<file path="src/tbs_pkg.sv">
package tbs_pkg;

    localparam int          IR_WIDTH       = 3;
    localparam int          ID_WIDTH       = 32;

    // Instruction codes; any code not listed here selects the bypass bit.
    localparam logic [2:0]  OP_EXTEST      = 3'h0;
    localparam logic [2:0]  OP_SAMPLE      = 3'h1;
    localparam logic [2:0]  OP_IDCODE      = 3'h2;
    localparam logic [2:0]  OP_BYPASS      = 3'h7;

    // Pattern loaded into the instruction path on capture: low two bits 01.
    localparam logic [2:0]  IR_CAPTURE     = 3'h1;
    localparam logic [2:0]  IR_RESET       = OP_IDCODE;
    localparam logic        BYPASS_RESET   = 1'h0;
    localparam logic        TDO_RESET      = 1'h0;

    // Identification word; the value is arbitrary, bit 0 must stay set.
    localparam logic [31:0] ID_DEFAULT     = 32'h0000_0F01;

    // Sampling period of the test clock as seen by CLK, for reference.
    localparam int          CLK_PERIOD_NS  = 10;
    localparam int          TCK_MIN_NS     = 80;
    localparam int          TCK_MIN_CYCLES = (TCK_MIN_NS + CLK_PERIOD_NS - 1) / CLK_PERIOD_NS;

    typedef enum logic [3:0] {
        ST_RESET,
        ST_IDLE,
        ST_SEL_DR,
        ST_CAP_DR,
        ST_SHIFT_DR,
        ST_EXIT1_DR,
        ST_PAUSE_DR,
        ST_EXIT2_DR,
        ST_UPD_DR,
        ST_SEL_IR,
        ST_CAP_IR,
        ST_SHIFT_IR,
        ST_EXIT1_IR,
        ST_PAUSE_IR,
        ST_EXIT2_IR,
        ST_UPD_IR
    } tbs_state_t;

    typedef struct packed {
        logic tck;
        logic tms;
        logic tdi;
    } tbs_pins_t;

endpackage : tbs_pkg

</file>
<file path="src/tbs_shreg.sv">
`timescale 1ns/1ps
`default_nettype none

// Capture/shift/update cell chain, shifting toward bit 0.
module tbs_shreg #(
    parameter int                WIDTH       = 8,
    parameter logic [WIDTH-1:0]  RESET_VALUE = '0
) (
    input  wire logic             clk,
    input  wire logic             rst,
    input  wire logic             capture,
    input  wire logic             shift,
    input  wire logic             update,
    input  wire logic             serial_in,
    input  wire logic [WIDTH-1:0] parallel_in,
    output logic                  serial_out,
    output logic [WIDTH-1:0]      parallel_out
);

    logic [WIDTH-1:0] chain;
    logic [WIDTH-1:0] next_chain;
    logic [WIDTH-1:0] next_parallel_out;

    generate
        if (WIDTH < 1)
        begin : g_bad_width
            $error("tbs_shreg needs WIDTH of at least one");
        end
    endgenerate

    always_comb
    begin
        next_chain        = chain;
        next_parallel_out = parallel_out;
        if (capture)
        begin
            next_chain = parallel_in;
        end
        else if (shift)
        begin
            if (WIDTH == 1)
            begin
                next_chain = {WIDTH{serial_in}};
            end
            else
            begin
                next_chain = {serial_in, chain[WIDTH-1:1]};
            end
        end
        if (update)
        begin
            next_parallel_out = chain;
        end
    end

    always_ff @(posedge clk or posedge rst)
    begin
        if (rst)
        begin
            chain        <= RESET_VALUE;
            parallel_out <= RESET_VALUE;
        end
        else
        begin
            chain        <= next_chain;
            parallel_out <= next_parallel_out;
        end
    end

    assign serial_out = chain[0];

endmodule : tbs_shreg

`default_nettype wire

</file>
<file path="src/tbs_tap.sv">
// Behaviour
// - Test mode select is sampled at each test clock rise and steers the controller.
// - Test data input is sampled at each test clock rise.
// - Test data output changes only at test clock falls.
// - Test data output is undriven except while a scan path shifts.
// - Active-low test reset resets the port at once, without a clock edge.
`timescale 1ns/1ps
`default_nettype none

module tbs_tap #(
    parameter int                 BSR_LEN = 16,
    parameter logic [31:0]        ID_CODE = tbs_pkg::ID_DEFAULT
) (
    input  wire logic               CLK,
    input  wire logic               RESET,
    input  wire logic               TEST_CLK,
    input  wire logic               TEST_MODE_SEL,
    input  wire logic               TEST_DATA_IN,
    input  wire logic               TEST_RESET_N,
    input  wire logic [BSR_LEN-1:0] BSR_CAPTURE_IN,
    output logic [BSR_LEN-1:0]      BSR_UPDATE_OUT,
    output logic                    EXTEST_ACTIVE,
    output logic                    TEST_DATA_OUT,
    output logic                    TEST_DATA_OE
);

    tbs_pkg::tbs_pins_t  pins_meta;
    tbs_pkg::tbs_pins_t  pins_sync;
    logic                tck_prev;
    logic                tck_rise;
    logic                tck_fall;
    logic                tap_rst;

    tbs_pkg::tbs_state_t state;
    tbs_pkg::tbs_state_t next_state;
    logic                bypass_bit;
    logic                next_bypass_bit;
    logic                next_tdo;
    logic                next_oe;
    logic                next_extest;
    logic                ir_clear;
    logic                next_ir_clear;

    logic [tbs_pkg::IR_WIDTH-1:0] ir_value;
    logic                         ir_out;
    logic                         id_out;
    logic                         bsr_out;
    logic                         sel_id;
    logic                         sel_bsr;
    logic                         shift_mux;

    generate
        if (BSR_LEN < 1 || ID_CODE[0] != 1'b1)
        begin : g_bad_param
            $error("tbs_tap needs BSR_LEN >= 1 and ID_CODE bit 0 set");
        end
    endgenerate

    // test reset
    // The pin clears the port directly, so no test clock edge is needed.
    assign tap_rst = RESET | ~TEST_RESET_N;

    // Clock, mode select and data in come through two flops; the edge detector reads the second and its copy one cycle later.
    always_ff @(posedge CLK or posedge RESET)
    begin
        if (RESET)
        begin
            pins_meta <= '0;
            pins_sync <= '0;
            tck_prev  <= 1'b0;
        end
        else
        begin
            pins_meta <= '{tck: TEST_CLK, tms: TEST_MODE_SEL, tdi: TEST_DATA_IN};
            pins_sync <= pins_meta;
            tck_prev  <= pins_sync.tck;
        end
    end

    assign tck_rise = pins_sync.tck & ~tck_prev;
    assign tck_fall = ~pins_sync.tck & tck_prev;

    always_comb
    begin
        next_state = state;
        if (tck_rise)
        begin
            case (state)
                tbs_pkg::ST_RESET:    next_state = pins_sync.tms ? tbs_pkg::ST_RESET    : tbs_pkg::ST_IDLE;
                tbs_pkg::ST_IDLE:     next_state = pins_sync.tms ? tbs_pkg::ST_SEL_DR   : tbs_pkg::ST_IDLE;
                tbs_pkg::ST_SEL_DR:   next_state = pins_sync.tms ? tbs_pkg::ST_SEL_IR   : tbs_pkg::ST_CAP_DR;
                tbs_pkg::ST_CAP_DR:   next_state = pins_sync.tms ? tbs_pkg::ST_EXIT1_DR : tbs_pkg::ST_SHIFT_DR;
                tbs_pkg::ST_SHIFT_DR: next_state = pins_sync.tms ? tbs_pkg::ST_EXIT1_DR : tbs_pkg::ST_SHIFT_DR;
                tbs_pkg::ST_EXIT1_DR: next_state = pins_sync.tms ? tbs_pkg::ST_UPD_DR   : tbs_pkg::ST_PAUSE_DR;
                tbs_pkg::ST_PAUSE_DR: next_state = pins_sync.tms ? tbs_pkg::ST_EXIT2_DR : tbs_pkg::ST_PAUSE_DR;
                tbs_pkg::ST_EXIT2_DR: next_state = pins_sync.tms ? tbs_pkg::ST_UPD_DR   : tbs_pkg::ST_SHIFT_DR;
                tbs_pkg::ST_UPD_DR:   next_state = pins_sync.tms ? tbs_pkg::ST_SEL_DR   : tbs_pkg::ST_IDLE;
                tbs_pkg::ST_SEL_IR:   next_state = pins_sync.tms ? tbs_pkg::ST_RESET    : tbs_pkg::ST_CAP_IR;
                tbs_pkg::ST_CAP_IR:   next_state = pins_sync.tms ? tbs_pkg::ST_EXIT1_IR : tbs_pkg::ST_SHIFT_IR;
                tbs_pkg::ST_SHIFT_IR: next_state = pins_sync.tms ? tbs_pkg::ST_EXIT1_IR : tbs_pkg::ST_SHIFT_IR;
                tbs_pkg::ST_EXIT1_IR: next_state = pins_sync.tms ? tbs_pkg::ST_UPD_IR   : tbs_pkg::ST_PAUSE_IR;
                tbs_pkg::ST_PAUSE_IR: next_state = pins_sync.tms ? tbs_pkg::ST_EXIT2_IR : tbs_pkg::ST_PAUSE_IR;
                tbs_pkg::ST_EXIT2_IR: next_state = pins_sync.tms ? tbs_pkg::ST_UPD_IR   : tbs_pkg::ST_SHIFT_IR;
                tbs_pkg::ST_UPD_IR:   next_state = pins_sync.tms ? tbs_pkg::ST_SEL_DR   : tbs_pkg::ST_IDLE;
                default:              next_state = tbs_pkg::ST_RESET;
            endcase
        end
    end

    assign sel_id  = (ir_value == tbs_pkg::OP_IDCODE);
    assign sel_bsr = (ir_value == tbs_pkg::OP_EXTEST) || (ir_value == tbs_pkg::OP_SAMPLE);

    always_comb
    begin
        if (state == tbs_pkg::ST_SHIFT_IR)
        begin
            shift_mux = ir_out;
        end
        else if (sel_id)
        begin
            shift_mux = id_out;
        end
        else if (sel_bsr)
        begin
            shift_mux = bsr_out;
        end
        else
        begin
            shift_mux = bypass_bit;
        end
    end

    always_comb
    begin
        next_bypass_bit = bypass_bit;
        next_tdo        = TEST_DATA_OUT;
        next_oe         = TEST_DATA_OE;
        next_extest     = (ir_value == tbs_pkg::OP_EXTEST);
        // A decoded state never drives a reset pin directly, since a glitch would clear the instruction.
        next_ir_clear   = (next_state == tbs_pkg::ST_RESET);
        if (tck_rise && state == tbs_pkg::ST_CAP_DR)
        begin
            next_bypass_bit = 1'b0;
        end
        else if (tck_rise && state == tbs_pkg::ST_SHIFT_DR)
        begin
            next_bypass_bit = pins_sync.tdi;
        end
        if (tck_fall)
        begin
            next_tdo = shift_mux;
            next_oe  = (state == tbs_pkg::ST_SHIFT_DR) || (state == tbs_pkg::ST_SHIFT_IR);
        end
    end

    always_ff @(posedge CLK or posedge tap_rst)
    begin
        if (tap_rst)
        begin
            state         <= tbs_pkg::ST_RESET;
            bypass_bit    <= tbs_pkg::BYPASS_RESET;
            TEST_DATA_OUT <= tbs_pkg::TDO_RESET;
            TEST_DATA_OE  <= 1'b0;
            EXTEST_ACTIVE <= 1'b0;
            ir_clear      <= 1'b1;
        end
        else
        begin
            state         <= next_state;
            bypass_bit    <= next_bypass_bit;
            TEST_DATA_OUT <= next_tdo;
            TEST_DATA_OE  <= next_oe;
            EXTEST_ACTIVE <= next_extest;
            ir_clear      <= next_ir_clear;
        end
    end

    // instruction register
    // Update happens on the fall inside the update state, as the standard asks.
    tbs_shreg #(
        .WIDTH       (tbs_pkg::IR_WIDTH),
        .RESET_VALUE (tbs_pkg::IR_RESET)
    ) u_ir (
        .clk          (CLK),
        .rst          (tap_rst | ir_clear),
        .capture      (tck_rise && state == tbs_pkg::ST_CAP_IR),
        .shift        (tck_rise && state == tbs_pkg::ST_SHIFT_IR),
        .update       (tck_fall && state == tbs_pkg::ST_UPD_IR),
        .serial_in    (pins_sync.tdi),
        .parallel_in  (tbs_pkg::IR_CAPTURE),
        .serial_out   (ir_out),
        .parallel_out (ir_value)
    );

    tbs_shreg #(
        .WIDTH       (tbs_pkg::ID_WIDTH),
        .RESET_VALUE (ID_CODE)
    ) u_id (
        .clk          (CLK),
        .rst          (tap_rst),
        .capture      (tck_rise && sel_id && state == tbs_pkg::ST_CAP_DR),
        .shift        (tck_rise && sel_id && state == tbs_pkg::ST_SHIFT_DR),
        .update       (1'b0),
        .serial_in    (pins_sync.tdi),
        .parallel_in  (ID_CODE),
        .serial_out   (id_out),
        .parallel_out ()
    );

    // boundary path
    // Update outputs hold their value through a test reset of the controller only
    // if RESET stays low and TEST_RESET_N stays high; both clear them, trading hold for safety.
    tbs_shreg #(
        .WIDTH       (BSR_LEN),
        .RESET_VALUE ('0)
    ) u_bsr (
        .clk          (CLK),
        .rst          (tap_rst),
        .capture      (tck_rise && sel_bsr && state == tbs_pkg::ST_CAP_DR),
        .shift        (tck_rise && sel_bsr && state == tbs_pkg::ST_SHIFT_DR),
        .update       (tck_fall && sel_bsr && state == tbs_pkg::ST_UPD_DR),
        .serial_in    (pins_sync.tdi),
        .parallel_in  (BSR_CAPTURE_IN),
        .serial_out   (bsr_out),
        .parallel_out (BSR_UPDATE_OUT)
    );

endmodule : tbs_tap

`default_nettype wire

</file>
<file path="config.mk">
export PLATFORM = sky130hd
export DESIGN_NAME = tbs_tap
export DESIGN_NICKNAME = d
export VERILOG_FILES = /design/src/tbs_pkg.sv /design/src/tbs_shreg.sv /design/src/tbs_tap.sv
export SDC_FILE = /design/constraint.sdc
export NUM_CORES = 1
export LEC_CHECK = 0
export BUFFER_PORTS_ARGS = -buffer_cell sky130_fd_sc_hd__buf_2
export CORE_UTILIZATION = 30
export DETAILED_ROUTE_END_ITERATION = 10
export PLACE_DENSITY_LB_ADDON = 0.15
export SYNTH_ARGS = -nofsm -noshare
export SYNTH_HDL_FRONTEND = slang
export SYNTH_HIERARCHICAL = 1
export SYNTH_SLANG_ARGS = --single-unit
</file>
<file path="constraint.sdc">
create_clock -name CLK -period 3.9 [get_ports CLK]
set_input_delay 0.585 -clock CLK [delete_from_list [all_inputs] [get_ports CLK]]
set_output_delay 0.585 -clock CLK [all_outputs]
set_load 0.05 [all_outputs]
</file>
==> results.md <==
* Status: completed
* HPWL Detailed at 5.02 mm
* Largest net degree at the start of global routing at 65
* Max layer used: met4
* Initial Utilization at 30.8%
* Startpoint Class: register
* Remaining Overflow, GRT at 0
* LEAKAGE at 1.92 nW
* TritonCTS clock tree: done
* Endpoint class of the critical path: register
* Nets at 460
* Avg Cell Area, Syn at 11.1 um^2
* Critical path required time at 4.12 ns
* Worst EP arrival at 2.49 ns
* Placer Congestion at 0.752
* Placed Cells incl. Taps at 603
* Post-CTS Hold Buffers at 0
* Via-to-Cell Ratio at 4.36
* Num rows at 42
* Fin crit period at 2.27 ns
* Total CTS buffers at 9
* Total Routing Usage GR at 12.0%
* Core Area at 0.0133 mm^2
* Worst slew margin at 49.0%
* Filler cell count in the final layout at 1310
* DR WL met2 at 3.32 mm
* Final hold viol count at 0
* Synthesized instance count at 370
* WL met3 at 273 um
* Wirelength, routed at 7.73 mm
* DRT Pass-1 Iters at 4
* Max Slew Vio Count at 0
* DIE AREA at 0.0141 mm^2
* Input/output buffers at 40
* RSZ-0062 raised after global routing: no
* Worst clock skew at 0.00620 ns
* Layout cells sized above 1 at 22.8%
* Area grow syn2layout at 17.8%
* Die H at 119 um
* Non-filler cells, final at 619
* DRT iter0 DRCs at 183
* M1 WL at 3.96 mm
* Root buffer cell: clkbuf_16
* Final Total Pwr at 0.00321 W
* Largest buffer count on any clock path at 2
* Final setup viols at 0
* CTS Sinks at 86
* Peak supply drop at 0.000235 V
* I/O Pins at 41
* Chip width at 119 um
* Pwr dens at 666 mW/mm^2
* Hold slack at 0.169 ns
* Max Clk Rate at 440 MHz
* WS Path Type: register to register
* Hold Crit Class: primary input to async pin
* Htree depth at 3
* WL/cell at 12.5 um
* Vias in the first global route at 2638
* Worst-Margin Slew at 0.764 ns
* Area of the mapped netlist at 0.00409 mm^2
* Post-CTS Setup Inserts at 0
* Initial antenna violation count at 0
* Warnings, synthesis at 6
* # diodes at 0
* Setup_tns at 0 ns
* First-pass GRT wire length at 13.2 mm
* Via count at 2699
* Crit Path Max Fanout at 32
* Clock-pin slew on the worst setup and hold paths at 0.06 ns
* Sequence of cells on the critical path: or2_1 > nor3_2 > nand2_1 > nor2_4 > buf_4 > mux2i_1 > o21ai_0
* Routed Antenna Nets at 0
* CP max-delay cell: dfrtp_1
* Max_cap viols at 0
* Worst-skew pair later-pin latency at 0.35 ns
* Post-cts gate resize count at 0
* Tcrit/Tclk final at 58.2%
* Max incr delay on CP at 0.55 ns
* R2R depth at 7
* Residual DRC at 0
[sequential cells by signal, indices dropped and copies added (netlist names)]
name	count
u_bsr/parallel_out	16
state	4
ir_clear	1
EXTEST_ACTIVE	1
u_id/chain	32
pins_meta	3
TEST_DATA_OUT	1
u_ir/parallel_out	3
bypass_bit	1
u_bsr/chain	16
TEST_DATA_OE	1
u_ir/chain	3
pins_sync	3
tck_prev	1
[area by class of cell]
cell class                 count  area, um^2  share of cell area [%]
inverter                       8        30.0                   0.623
tap                          176         220                    4.57
clock buffer                   9         225                    4.67
sequential                    86        2160                    44.9
clock inverter                 7        81.3                    1.69
timing repair buffer          48         273                    5.66
multi-input combinational    285        1830                    37.9
[cells in the final DEF (no fill, tap or decap), types with 9 or more instances in the layout]
cell and instances:
buf_2 40, clkbuf_16 9, conb_1 35, dfrtp_1 78
mux2_2 9, mux2_4 10, mux2i_1 51, nand2_1 63
o21ai_0 13, o21ai_1 42
[per-stage QoR]
stage               utilization [%]  setup slack (ns)  area [um^2]
floorplan                         -              1.91         4210
global placement               33.9              1.68         4510
detailed placement             33.9              1.61         4510
CTS                            36.3              1.61         4820
global route                   36.3              1.40         4820
finish                         36.3              1.63         4820
[metal layers]
layer | vias up | track usage (%)
met5 | - | 0
met4 | 0 | 6.65
met3 | 11 | 2.85
met2 | 41 | 17.0
met1 | 1265 | 16.5
li1 | 1382 | -
[path summary, 6_finish.rpt]
kind,startpoint,endpoint,slack (ns)
max,state[0],u_id/chain[26],1.63
min,RESET,pins_sync[1],0.17
max reg2reg,state[0],u_id/chain[26],1.63
min reg2reg,ir_clear,u_ir/chain[0],0.30
max in group asynchronous,RESET,u_bsr/parallel_out[14],2.46
min in group CLK,TEST_CLK,pins_meta[2],0.34
[worst max-delay path, delay by kind of cell (launching register included)]
family | cells | cell delay, ns
AOI/OAI and AO/OA | 1 | 0.09
buffers and inverters | 1 | 0.45
DFF | 1 | 0.55
muxes | 1 | 0.24
and+or+nand+nor | 4 | 0.80
[report_power, final]
part | internal [W] | switching (W)
registers | 0.00114 | 0.000224
clock network | 0.000507 | 0.000384
logic | 0.000350 | 0.000605
total | 0.00200 | 0.00121
Power figures use the tool's default switching activity.
